[config.mk]
export PLATFORM = sky130hd
export DESIGN_NAME = interrupt_pending_arbiter
export DESIGN_NICKNAME = d
export VERILOG_FILES = /design/src/irq_pkg.sv /design/src/arb_if.sv /design/src/prio_pick.sv /design/src/interrupt_pending_arbiter.sv
export SDC_FILE = /design/constraint.sdc
export NUM_CORES = 1
export LEC_CHECK = 0
export BUFFER_PORTS_ARGS = -buffer_cell sky130_fd_sc_hd__buf_4
export CORE_ASPECT_RATIO = 0.75
export CORE_MARGIN = 10
export CORE_UTILIZATION = 25
export CTS_CLUSTER_SIZE = 40
export DETAILED_ROUTE_END_ITERATION = 10
export GPL_TIMING_DRIVEN = 0
export SLEW_MARGIN = 20
export SYNTH_ARGS = -nofsm -noshare
export SYNTH_HDL_FRONTEND = slang
export SYNTH_SLANG_ARGS = --single-unit
[constraint.sdc]
create_clock -name clock_i -period 17.54 [get_ports clock_i]
set_clock_uncertainty 0.05 [all_clocks]
set_input_delay 0.877 -clock clock_i [delete_from_list [all_inputs] [get_ports clock_i]]
set_output_delay 0.877 -clock clock_i [all_outputs]
set_load 0.005 [all_outputs]
[src/irq_pkg.sv]
// shared constants for the interrupt pending arbiter
package irq_pkg;
    localparam int unsigned num_src = 32;
    localparam int unsigned idx_w = 5;
    // register byte offsets
    localparam logic [7:0] off_source_pending = 8'h00;
    localparam logic [7:0] off_mode_select = 8'h04;
    localparam logic [7:0] off_source_mask = 8'h08;
    localparam logic [7:0] off_winner_pending = 8'h10;
    localparam logic [7:0] off_winner_index = 8'h14;
    // reset values
    localparam logic [31:0] rst_pending = 32'h0000_0000;
    localparam logic [31:0] rst_mode = 32'h0000_0000;
    localparam logic [31:0] rst_mask = 32'hffff_ffff;
    // AXI responses
    localparam logic [1:0] resp_okay = 2'h0;
    localparam logic [1:0] resp_slverr = 2'h2;
    // source input that carries the ORed serial port errors
    localparam int unsigned serial_err_src = 28;
endpackage

[src/arb_if.sv]
// carrier between the controller and its priority picker
`timescale 1ns/1ps
interface arb_if;
    logic [31:0] req;
    logic found;
    logic [4:0] index;
    modport picker (input req, output found, output index);
    modport user (output req, input found, input index);
endinterface

[src/prio_pick.sv]
// fixed priority picker: lowest set bit wins
`timescale 1ns/1ps
module prio_pick (
    arb_if.picker a
);
    // per bit: win if set and no lower bit set
    logic [31:0] lower;
    genvar g;
    assign lower[0] = 1'b0;
    generate
        for (g = 1; g < 32; g++)
        begin : g_chain
            assign lower[g] = lower[g-1] | a.req[g-1];
        end
    endgenerate
    // encode winner index
    always_comb
    begin
        a.found = |a.req;
        a.index = 5'h00;
        for (int i = 31; i >= 0; i--)
        begin
            if (a.req[i] && !lower[i])
            begin
                a.index = 5'(i);
            end
        end
    end
endmodule

[src/interrupt_pending_arbiter.sv]
// interrupt controller: pending latch, mask, fixed priority, fast/normal lines
//
// What this block, the core and software must do
// accept requests from thirty-two sources
// OR both serial error outputs into one
// arbitrate first, then raise the request line
// fixed priority; winner recorded in winner pending
// per source fast or normal selection
// requesting source sets its source pending bit
// at most one winner pending bit set
// masked source sets pending, winner untouched
// both readable; write one clears, zero keeps
// software clears source bit before winner bit
// mask one blocks, mask zero allows
// core ignores line while its disable set
// core serves when winner set, enabled
// line stays high while routed winner set
`timescale 1ns/1ps
module interrupt_pending_arbiter (
    // clock and reset
    input wire logic clock_i,
    input wire logic rst_i,
    // interrupt sources, level high
    input wire logic [31:0] irq_src_i,
    input wire logic [1:0] serial_err_i,
    // requests to the core
    output logic fast_interrupt_request_o,
    output logic normal_interrupt_request_o,
    // AXI4-Lite write address
    input wire logic [7:0] s_axi_awaddr_i,
    input wire logic s_axi_awvalid_i,
    output logic s_axi_awready_o,
    // AXI4-Lite write data
    input wire logic [31:0] s_axi_wdata_i,
    input wire logic [3:0] s_axi_wstrb_i,
    input wire logic s_axi_wvalid_i,
    output logic s_axi_wready_o,
    // AXI4-Lite write response
    output logic [1:0] s_axi_bresp_o,
    output logic s_axi_bvalid_o,
    input wire logic s_axi_bready_i,
    // AXI4-Lite read address
    input wire logic [7:0] s_axi_araddr_i,
    input wire logic s_axi_arvalid_i,
    output logic s_axi_arready_o,
    // AXI4-Lite read data
    output logic [31:0] s_axi_rdata_o,
    output logic [1:0] s_axi_rresp_o,
    output logic s_axi_rvalid_o,
    input wire logic s_axi_rready_i
);
    typedef struct packed {
        logic [31:0] sync1;
        logic [31:0] sync2;
        logic [31:0] sync3;
        logic [31:0] source_pending_bits;
        logic [31:0] winner_pending_bits;
        logic [31:0] source_mask_bits;
        logic [31:0] mode_bits;
        logic [4:0] win_idx;
        logic fast_q;
        logic normal_q;
        logic aw_have;
        logic [7:0] aw_addr;
        logic w_have;
        logic [31:0] w_data;
        logic [3:0] w_strb;
        logic bvalid;
        logic [1:0] bresp;
        logic rvalid;
        logic [31:0] rdata;
        logic [1:0] rresp;
    } state_t;

    state_t s_q;
    state_t s_d;
    arb_if arb ();

    // merged request vector: serial errors share one input
    logic [31:0] raw_req;
    always_comb
    begin
        raw_req = irq_src_i;
        raw_req[irq_pkg::serial_err_src] = serial_err_i[0] | serial_err_i[1];
    end

    // arbitrate only among pending unmasked sources, and only when no winner is open
    assign arb.req = s_q.source_pending_bits & ~s_q.source_mask_bits;
    prio_pick u_pick (
        .a(arb)
    );

    // bus decode helpers
    logic do_write;
    logic do_read;
    logic [31:0] wmask;
    logic wr_ok;
    // requests seen stable by the synchroniser; shared by the latch and its checks
    logic [31:0] level_ok;
    assign level_ok = s_q.sync2 & s_q.sync3;
    assign do_write = s_q.aw_have && s_q.w_have && !s_q.bvalid;
    assign do_read = s_axi_arvalid_i && !s_q.rvalid;
    assign wmask = {{8{s_q.w_strb[3]}}, {8{s_q.w_strb[2]}}, {8{s_q.w_strb[1]}}, {8{s_q.w_strb[0]}}};
    assign wr_ok = (s_q.aw_addr == irq_pkg::off_source_pending) || (s_q.aw_addr == irq_pkg::off_mode_select)
        || (s_q.aw_addr == irq_pkg::off_source_mask) || (s_q.aw_addr == irq_pkg::off_winner_pending);

    // next state
    always_comb
    begin
        logic [31:0] clr_src;
        logic [31:0] clr_win;
        logic [31:0] rise;
        clr_src = 32'h0000_0000;
        clr_win = 32'h0000_0000;
        rise = 32'h0000_0000;
        s_d = s_q;
        // three stage pin synchroniser; a request counts when stages two and three are both high
        s_d.sync1 = raw_req;
        s_d.sync2 = s_q.sync1;
        s_d.sync3 = s_q.sync2;
        // level sensitive: a source still asserting keeps its pending bit set
        rise = level_ok;
        // write channel capture, either order
        if (s_axi_awvalid_i && !s_q.aw_have)
        begin
            s_d.aw_have = 1'b1;
            s_d.aw_addr = s_axi_awaddr_i;
        end
        if (s_axi_wvalid_i && !s_q.w_have)
        begin
            s_d.w_have = 1'b1;
            s_d.w_data = s_axi_wdata_i;
            s_d.w_strb = s_axi_wstrb_i;
        end
        if (do_write)
        begin
            s_d.aw_have = 1'b0;
            s_d.w_have = 1'b0;
            s_d.bvalid = 1'b1;
            s_d.bresp = wr_ok ? irq_pkg::resp_okay : irq_pkg::resp_slverr;
            case (s_q.aw_addr)
                irq_pkg::off_source_pending: clr_src = s_q.w_data & wmask;
                irq_pkg::off_winner_pending: clr_win = s_q.w_data & wmask;
                irq_pkg::off_mode_select: s_d.mode_bits = (s_q.mode_bits & ~wmask) | (s_q.w_data & wmask);
                irq_pkg::off_source_mask:
                    s_d.source_mask_bits = (s_q.source_mask_bits & ~wmask) | (s_q.w_data & wmask);
                default: ;
            endcase
        end
        if (s_q.bvalid && s_axi_bready_i)
        begin
            s_d.bvalid = 1'b0;
        end
        // set wins over a clear in the same cycle, masked or not
        s_d.source_pending_bits = (s_q.source_pending_bits & ~clr_src) | rise;
        s_d.winner_pending_bits = s_q.winner_pending_bits & ~clr_win;
        // a new winner is posted only once the previous one is cleared
        if (s_d.winner_pending_bits == 32'h0000_0000 && s_q.winner_pending_bits == 32'h0000_0000 && arb.found)
        begin
            s_d.winner_pending_bits = 32'h0000_0001 << arb.index;
            s_d.win_idx = arb.index;
        end
        // lines follow the routed winner bit
        s_d.fast_q = |(s_d.winner_pending_bits & s_q.mode_bits);
        s_d.normal_q = |(s_d.winner_pending_bits & ~s_q.mode_bits);
        // read channel: one cycle to data
        if (do_read)
        begin
            s_d.rvalid = 1'b1;
            s_d.rresp = irq_pkg::resp_okay;
            case (s_axi_araddr_i)
                irq_pkg::off_source_pending: s_d.rdata = s_q.source_pending_bits;
                irq_pkg::off_mode_select: s_d.rdata = s_q.mode_bits;
                irq_pkg::off_source_mask: s_d.rdata = s_q.source_mask_bits;
                irq_pkg::off_winner_pending: s_d.rdata = s_q.winner_pending_bits;
                irq_pkg::off_winner_index: s_d.rdata = {27'h0000000, s_q.win_idx};
                default:
                begin
                    s_d.rdata = 32'h0000_0000;
                    s_d.rresp = irq_pkg::resp_slverr;
                end
            endcase
        end
        else if (s_q.rvalid && s_axi_rready_i)
        begin
            s_d.rvalid = 1'b0;
        end
    end

    // register the whole state
    always_ff @(posedge clock_i or posedge rst_i)
    begin
        if (rst_i)
        begin
            s_q <= '0;
            s_q.source_pending_bits <= irq_pkg::rst_pending;
            s_q.winner_pending_bits <= irq_pkg::rst_pending;
            s_q.source_mask_bits <= irq_pkg::rst_mask;
            s_q.mode_bits <= irq_pkg::rst_mode;
        end
        else
        begin
            s_q <= s_d;
        end
    end

    // outputs
    assign fast_interrupt_request_o = s_q.fast_q;
    assign normal_interrupt_request_o = s_q.normal_q;
    assign s_axi_awready_o = !s_q.aw_have;
    assign s_axi_wready_o = !s_q.w_have;
    assign s_axi_bvalid_o = s_q.bvalid;
    assign s_axi_bresp_o = s_q.bresp;
    assign s_axi_arready_o = !s_q.rvalid;
    assign s_axi_rvalid_o = s_q.rvalid;
    assign s_axi_rdata_o = s_q.rdata;
    assign s_axi_rresp_o = s_q.rresp;
endmodule

After elaboration in Yosys (flattened, before gate mapping)
Cells that the tools add are included.
{ "op_classes": {"mux": 48, "shifts": 1, "n_eq_ne": 7, "n_reduce_logical": 92, "bitwise": 48} }
{ "op_table": {"columns": ["operator", "count"], "rows": [
  ["32-bit bitwise AND", 9],
  ["32-bit two-way mux", 5],
  ["5-bit two-way mux", 32],
  ["32-bit inverter", 5],
  ["32-bit one-hot mux with 5 select lines", 1],
  ["32-bit bitwise OR", 3],
  ["32-bit OR reduction", 3],
  ["32-bit zero test", 2],
  ["1-bit logical AND", 40],
  ["37-bit two-way mux", 1],
  ["1-bit zero test", 35],
  ["1-bit by 5-bit left shift with 32-bit output, first input constant", 1],
  ["1-bit bitwise OR", 31],
  ["8-bit by 5-bit equality test with 1-bit output, second input constant", 3],
  ["8-bit by 3-bit equality test with 1-bit output, second input constant", 2],
  ["8-bit by 4-bit equality test with 1-bit output, second input constant", 2],
  ["8-bit zero test", 2],
  ["9-bit two-way mux", 1],
  ["2-bit nonzero test", 4],
  ["1-bit two-way mux", 5],
  ["5-bit OR reduction", 1],
  ["2-bit two-way mux", 2],
  ["2-bit AND reduction", 2],
  ["1-bit logical OR", 3],
  ["3-bit two-way mux", 1]
]} }
{ "totals": {"wordCells": 216, "output_inout_bits": 43, "register_bits": 315, "in_bits": 93} }

Longest topological paths before layout
Gate-level depths: netlist of the first run.
{ "depth": {"ltp_word": 70, "mapped_depth": 14, "ltp_nobuf": 10} }

By module
From an unflattened synthesis of the first run, not the netlist that was laid out.
{ "unflattened": {"cells_unflattened": 1197, "hier_area_um2": 13688.1} }
{ "by_module_without_submodules": {"columns": ["module", "area_each_um2", "cells_per_inst", "instances", "seq_area_each_um2"], "rows": [
  ["interrupt_pending_arbiter", 13260.2, 1125, 1, 7872.6],
  ["prio_pick", 427.9, 72, 1, 0.0]
]} }

Worst setup path after synthesis of the first run
OpenSTA, ideal clock, no wires.
{ "synth_timing": {"path_kind": "flip-flop to flip-flop", "start": "reg (tool-made name)", "end": "reg s_q (netlist bit fast_interrupt_request_o)", "required_time_ns": 17.361, "arrival_ns": 3.141, "path_stages_with_launch": 13, "slack_ns": 14.220, "synth_period_minus_slack_ns": 3.320, "n_path_buf": 2, "setup_ns": 0.129, "cell_sequence": "dfstp_2 nor2b_1 or4_4 or4_4 buf_6 a211o_1 and2_4 buf_6 a31oi_4 a21oi_1 a31o_2 nor4_1 nand2_1"} }
{ "synth_rtl": {"columns": ["item", "line", "source"], "rows": [
  ["to (decl)", "interrupt_pending_arbiter.sv:75", "state_t s_q;"]
]} }

==> results of run 1 <==
[metal layers]
metal	vias to the layer above	wire length (um)	share of wire
met3	56	4012	0.073
met1	5618	27510	0.50
li1	4777	-	-
met5	-	0	0
met4	0	751	0.014
met2	420	22820	0.41
[cells in the mapped netlist, types with 4 or more instances]
master / n
a31oi_1: 5
a32oi_1: 4
a211oi_1: 4
o21ai_0: 65
inv_1: 38
clkbuf_1: 40
dfstp_2: 32
a21oi_1: 15
nor2_1: 40
dfrtp_1: 281
o21a_1: 8
o211ai_1: 6
and3_1: 9
a211o_1: 4
nand4_1: 18
buf_4: 36
mux2i_1: 5
nand2_1: 200
and4b_1: 6
nand2b_1: 33
nor2b_1: 21
o21ai_1: 10
buf_6: 5
a2111oi_0: 5
a222oi_1: 28
o2111ai_1: 6
o31ai_1: 6
a221oi_1: 7
nor4_1: 22
a21boi_0: 5
a22o_1: 59
mux2_2: 76
buf_2: 4
nand3_1: 16
nor3_1: 13
o22ai_1: 13
[per-stage QoR]
stage	hold WS, ns	util
floorplan	0.2812	-
global placement	0.2834	0.2864
detailed placement	0.2847	0.2884
CTS	0.2969	0.3098
global route	0.3038	0.3098
finish	0.2970	0.3098
[worst register-to-register path, delay by kind of cell (launching register included)]
| family | cells | cell delay [ns] |
|---|---|---|
| AO/OA/AOI/OAI | 2 | 0.63 |
| AND/OR/NAND/NOR | 7 | 3.12 |
| buffers and inverters | 2 | 1.15 |
| flip-flops | 1 | 0.42 |
[cell type report]
class                           count  area [um^2]  share of cell area
Timing Repair Buffer              135         1071             0.06372
Multi-Input combinational cell    782         5150              0.3064
Clock inverter                      8        147.6            0.008784
Inverter                           39        153.9            0.009156
Clock buffer                       55         1013             0.06029
Buffer                             85        496.7             0.02955
Tap cell                          722        903.4             0.05374
Sequential cell                   313         7873              0.4684
[power groups by stage]
stage                     Combinational (uW)  Clock, uW  Sequential [uW]
final                                    352        759              969
after global routing                     382        810              987
after CTS                                350        779              967
after detailed placement                 349          0              979
after global placement                   342          0              974
after floorplan                          215          0              922
[worst paths after layout]
path                       slack (ns)      from                          to  depth (start not counted)
hold / removal                   0.30  s_d[279]                    s_d[247]                          0
hold reg to reg                  0.30  s_d[279]                    s_d[247]                          0
setup / recovery                11.99  s_q[163]  normal_interrupt_request_o                         11
min in group asynchronous        0.32     rst_i                   async pin                          2
setup reg to reg                11.99  s_q[163]  normal_interrupt_request_o                         11
max in group asynchronous       16.26     rst_i                   async pin                          3
[cells by family after synthesis]
kind of cell | count (synthesis)
buf+inv | 124
other cells | 1
flops | 313
simple gates | 412
compound gates | 287
mux | 81
==> metrics.md, run 1 <==
| Metric | Value |
|---|---|
| Status | `finished clean` |
| Slew margin rel. | `0.1447` |
| Post-synthesis compound-gate area fraction | `0.1580` |
| Part of the power in the clock network | `0.365` |
| Vias in the first global route | `11.25k` |
| VDD IR-drop max | `66.02 uV` |
| Cell variety after synth | `78` |
| Minimum clock period | `5.549 ns` |
| Fin. Hold Viols | `0` |
| GP Congestion | `0.9923` |
| Fmax | `180.2 MHz` |
| Seq/Total Area, Yosys | `0.5769` |
| Via density | `5.082` |
| Post-CTS Resized | `0` |
| Drt total wl | `55.09 mm` |
| Worst setup EP type | `flip-flop` |
| Synth Cell Area | `13650 um^2` |
| DR WL/cell | `25.76 um` |
| CP cell instances | `nor4_1 > nand2_1 > nor4_1 > clkbuf_1 > o21a_1 > clkbuf_1 > nor2_1 > nor4_1 > o2111ai_1 > nor4_1 > nand3_1` |
| CTS Buf Count | `35` |
| # rows | `74` |
| N_diodes | `0` |
| Top cells by area, synth | `dfrtp_1, mux2_2, dfstp_2` |
| Xor/xnor cell area share of the yosys netlist | `0` |
| Initial Util | `0.2515` |
| Critical Path Max Stage Delay | `1.10 ns` |
| Met3 GRT Util | `0.03631` |
| Total Negative Setup Slacks | `0 ns` |
| CTS tree | `built` |
| Post-CTS Setup Bufs | `0` |
| Synth-to-Final Area Change | `23.17%` |
| Post-DP HPWL | `42.58 mm` |
| Drt first pass iters | `8` |
| Die Y | `222.3 um` |
| Critical path class | `flip-flop to flip-flop` |
| Port bufs | `131` |
| CORE AREA | `54260 um^2` |
| Synth Area in Adders | `0` |
| Pre-CTS setup slack | `12.33 ns` |
| Reg power frac | `0.466` |
| DIE AREA | `64430 um^2` |
| RSZ-0062 raised after global routing | `false` |
| Sink Count | `313` |
| Tcrit/Tclk final | `0.3164` |
| Die Width | `289.8 um` |
| Synth Area in Simple Gates | `0.1514` |
| Initial antenna violation count | `0` |
| Post-synthesis mux area share | `0.06638` |
| # hold bufs at CTS | `0` |
| CP top delay family | `simple AND/OR/NAND/NOR gates` |
| # H-tree levels | `2` |
| Antenna viol nets, final | `0` |
| DR vias | `10.87k` |
| First-pass GRT wire length | `80.34 mm` |
| #FFs+latches synth | `313` |
| Root buffer cell | `clkbuf_16` |
| GR Util met1 | `0.2592` |
| Final setup violation count | `0` |
| Pins Over Slew Limit | `0` |
| Final WS setup | `11.99 ns` |
| Prevailing post-synth register cell | `dfrtp_1` |
| Combinational share of power | `0.169` |
| Switching Fraction | `0.3096` |
| Cell Pwr Density | `123.7 nW/um^2` |
| Most common cell after layout, fill and taps aside | `dfrtp_1` |
| Yosys top cell area share | `0.5153` |
| Global route total overflow | `0` |
| Layout cell share with drive strength beyond 1 | `0.2541` |
| Met2 Use GR | `0.2389` |
| Buf/Inv on CP | `2` |
| Initial DRC count | `1043` |
| Worst EP required | `17.81 ns` |
| CTS Buffer Depth | `3` |
| Total track usage | `0.1689` |
| Syn Area/Cell | `11.20 um^2` |
| FFs w/ async S/R, synth | `1.000` |
| Critical-path maximum fanout | `10` |
| Largest net degree at the start of global routing | `99` |
| Clock transition at the registers of the reported paths | `0.06 ns` |
| Worst Tran Pin Value | `1.271 ns` |
| LEAKAGE | `0.007338 uW` |
| Worst Setup Start Kind | `flip-flop` |
| I/O pins | `136` |
| NetSw | `643.9 uW` |
| Yosys warns | `0` |
| Total Power | `2080 uW` |
| Final Instance Count excl. Fillers | `2139` |
| Crit path arrival time | `5.82 ns` |
| Inst Count DP | `2076` |
| DP Area | `15650 um^2` |
| Max_cap viols | `0` |
| GRT busiest layer | `met1` |
| NumNets Final | `1484` |
| DRC | `0` |
| CP max-delay cell | `nor4_1` |
| Worst-Skew Late Latency | `0.54 ns` |
| Int Pwr | `1436 uW` |
| Yosys top cell by area | `dfrtp_1` |
| Final instance area | `16810 um^2` |
| Largest family of logic cells by synthesized area | `compound AO/OA/AOI/OAI gates` |
| Number of synthesized flops with an enable pin | `0` |
| Most used cell, CP | `nor4_1` |
| Post-synthesis cell count | `1218` |
| Filler Cell Count | `5706` |
| Commonest non-fill, non-tap cells in the layout | `dfrtp_1, nand2_1, buf_4` |
| Hold WC Path Type | `flip-flop to flip-flop` |
No activity file was read; power rests on OpenSTA's default activity.
==> inputs of run 2 (changes only) <==
- clock period: 17.54 -> 5.7 ns (I/O delays scaled with it)
==> run 2 against run 1 <==
Against the previous run:
- clock power increased to 3.0 times the previous value
- global-route usage about the same
- largest cell class unchanged
- setup slack got worse by 11 ns
- sequential share of layout area decreased by 2.7 points
- critical path depth unchanged
- combinational power increased to 3.3 times the previous value
- clock-buffer cell count decreased by 7
- hold slack got worse by 0.22 ns
- non-clock buffer count increased by 90
==> metrics.md, run 2 (same netlist as run 1, synthesis figures left out) <==
| Metric | Value |
|---|---|
| Tcrit/Tclk final | `0.9054 (was 0.3164)` |
| LEAKAGE | `0.007774 uW (was 0.007338 uW)` |
| Reg2reg end | `normal_interrupt_request_o (unchanged)` |
| Initial antenna violation count | `1 (was 0)` |
| Post-CTS Setup Bufs | `0 (unchanged)` |
| CORE AREA | `54260 um^2 (unchanged)` |
| Max_cap viols | `0 (unchanged)` |
| Synth-to-Final Area Change | `30.58% (was 23.17%)` |
| Origin of the worst setup path | `s_q[163] (unchanged)` |
| # H-tree levels | `2 (unchanged)` |
| Hold WC Path Type | `input pin to flip-flop (was flip-flop to flip-flop)` |
| First-pass GRT wire length | `80.59 mm (was 80.34 mm)` |
| # rows | `74 (unchanged)` |
| Reg2reg start | `s_q[163] (unchanged)` |
| CTS Buf Count | `34 (was 35)` |
| DIE AREA | `64430 um^2 (unchanged)` |
| Fin. Hold Viols | `0 (unchanged)` |
| Worst-Skew Late Latency | `0.53 ns (was 0.54 ns)` |
| Total Power | `6407 uW (was 2080 uW)` |
| Drt total wl | `55.23 mm (was 55.09 mm)` |
| Root buffer cell | `clkbuf_16 (unchanged)` |
| CTS tree | `built (unchanged)` |
| Via density | `5.011 (was 5.082)` |
| RSZ-0062 raised after global routing | `false (unchanged)` |
| Slew margin rel. | `0.2349 (was 0.1447)` |
| Final instance area | `17820 um^2 (was 16810 um^2)` |
| DR WL/cell | `24.81 um (was 25.76 um)` |
| R2r setup slk | `0.54 ns (was 11.99 ns)` |
| DR vias | `11.16k (was 10.87k)` |
| Crit path arrival time | `5.46 ns (was 5.82 ns)` |
| Worst hold path depth | `3 (was 0)` |
| Critical-path maximum fanout | `10 (unchanged)` |
| Reg2Reg Depth | `11 (unchanged)` |
| Most common cell after layout, fill and taps aside | `dfrtp_1 (unchanged)` |
| Antenna viol nets, final | `0 (unchanged)` |
| Layout cell share with drive strength beyond 1 | `0.2527 (was 0.2541)` |
| Pins Over Slew Limit | `0 (unchanged)` |
| Worst Setup Start Kind | `flip-flop (unchanged)` |
| Fmax | `193.8 MHz (was 180.2 MHz)` |
| CP endpoint | `normal_interrupt_request_o (unchanged)` |
| Worst setup EP type | `flip-flop (unchanged)` |
| Largest net degree at the start of global routing | `34 (was 99)` |
| Minimum clock period | `5.161 ns (was 5.549 ns)` |
| Post-DP HPWL | `43.26 mm (was 42.58 mm)` |
| Drt first pass iters | `6 (was 8)` |
| N_diodes | `0 (unchanged)` |
| Commonest non-fill, non-tap cells in the layout | `dfrtp_1, nand2_1, buf_4 (unchanged)` |
| Initial Util | `0.2515 (unchanged)` |
| Sink Count | `313 (unchanged)` |
| NumNets Final | `1573 (was 1484)` |
| Hold WS | `0.07747 ns (was 0.2970 ns)` |
| Clock transition at the registers of the reported paths | `0.06 ns (about the same)` |
| Initial DRC count | `1213 (was 1043)` |
| Total track usage | `0.1690 (was 0.1689)` |
| Port bufs | `131 (unchanged)` |
| Vias in the first global route | `11.65k (was 11.25k)` |
| I/O pins | `136 (unchanged)` |
| VDD IR-drop max | `169.9 uV (was 66.02 uV)` |
| Global route total overflow | `0 (unchanged)` |
| DRC | `0 (unchanged)` |
| Cell Pwr Density | `359.5 nW/um^2 (was 123.7 nW/um^2)` |
| GP Congestion | `0.9975 (was 0.9923)` |
| Die Width | `289.8 um (unchanged)` |
| Worst EP required | `6.00 ns (was 17.81 ns)` |
| Worst Tran Pin Value | `1.148 ns (was 1.271 ns)` |
| CTS Buffer Depth | `3 (unchanged)` |
| Critical path class | `flip-flop to flip-flop (unchanged)` |
| Status | `finished clean (unchanged)` |
| Die Y | `222.3 um (unchanged)` |
| Final setup violation count | `0 (unchanged)` |
| DP Area | `15840 um^2 (was 15650 um^2)` |
## run 2: per-layer routing
layer  up-vias  wire [um]  GRT usage
met1      5738      25830     0.2455
met5         -          0          0
li1       4944          -          -
met3        48       5378    0.05691
met2       425      23350     0.2426
met4         0        673    0.02424
## run 2: how the worst min path moves through the flow
stage | end | startpoint
5_1_grt | s_q[65] | s_axi_wdata_i[23]
3_5_place_dp | s_d[246] | s_d[278]
2_1_floorplan | s_d[251] | irq_src_i[0]
4_1_cts | s_q[65] | s_axi_wdata_i[23]
6_report | s_q[65] | s_axi_wdata_i[23]
3_3_place_gp | s_d[246] | s_d[278]
## run 2: final cells by class
| cell class | instances | area, um^2 |
|---|---|---|
| fillers | 5534 | 36440 |
| clock buffers | 48 | 1037 |
| well taps | 722 | 903.4 |
| plain buffers | 85 | 496.7 |
| multi-input cells | 782 | 5162 |
| inverters | 39 | 150.1 |
| repair buffers | 225 | 2077 |
| flip-flops and latches | 313 | 7873 |
| clock inverters | 12 | 120.1 |
## run 2: through the flow
step	setup slack [ns]	TNS, ns	util	std cells
after floorplan	1.222	0	-	1219
after global placement	-0.7151	-183.95	0.2864	2072
after detailed placement	0.5072	0	0.2920	2085
after CTS	0.4771	0	0.3283	2226
after global routing	0.3296	0	0.3284	2226
final	0.5391	0	0.3284	2226
## run 2: critical path, cell delays in order, from the launching register on
cell and delay [ns]:
dfrtp_1 0.42, nor4_1 0.59, nand2_1 0.27, nor4_1 0.63
clkbuf_1 0.49, o21a_1 0.39, clkbuf_1 0.67, nor2_1 0.11
nor4_1 0.25, o2111ai_1 0.26, nor4_2 0.64, nand3_1 0.20
## run 2: where the power goes
part	internal, uW	switching [uW]	leakage, uW
registers	2570	399	0.00372
logic	490	662	0.00347
clock network	1360	920	0.000575
## run 2: timing repair
action                                 4_1_cts  5_1_grt
setup endpoints to repair                    0        0
hold buffers                                81        0
endpoints found under the hold margin      100        0
gates resized for setup                      0        0
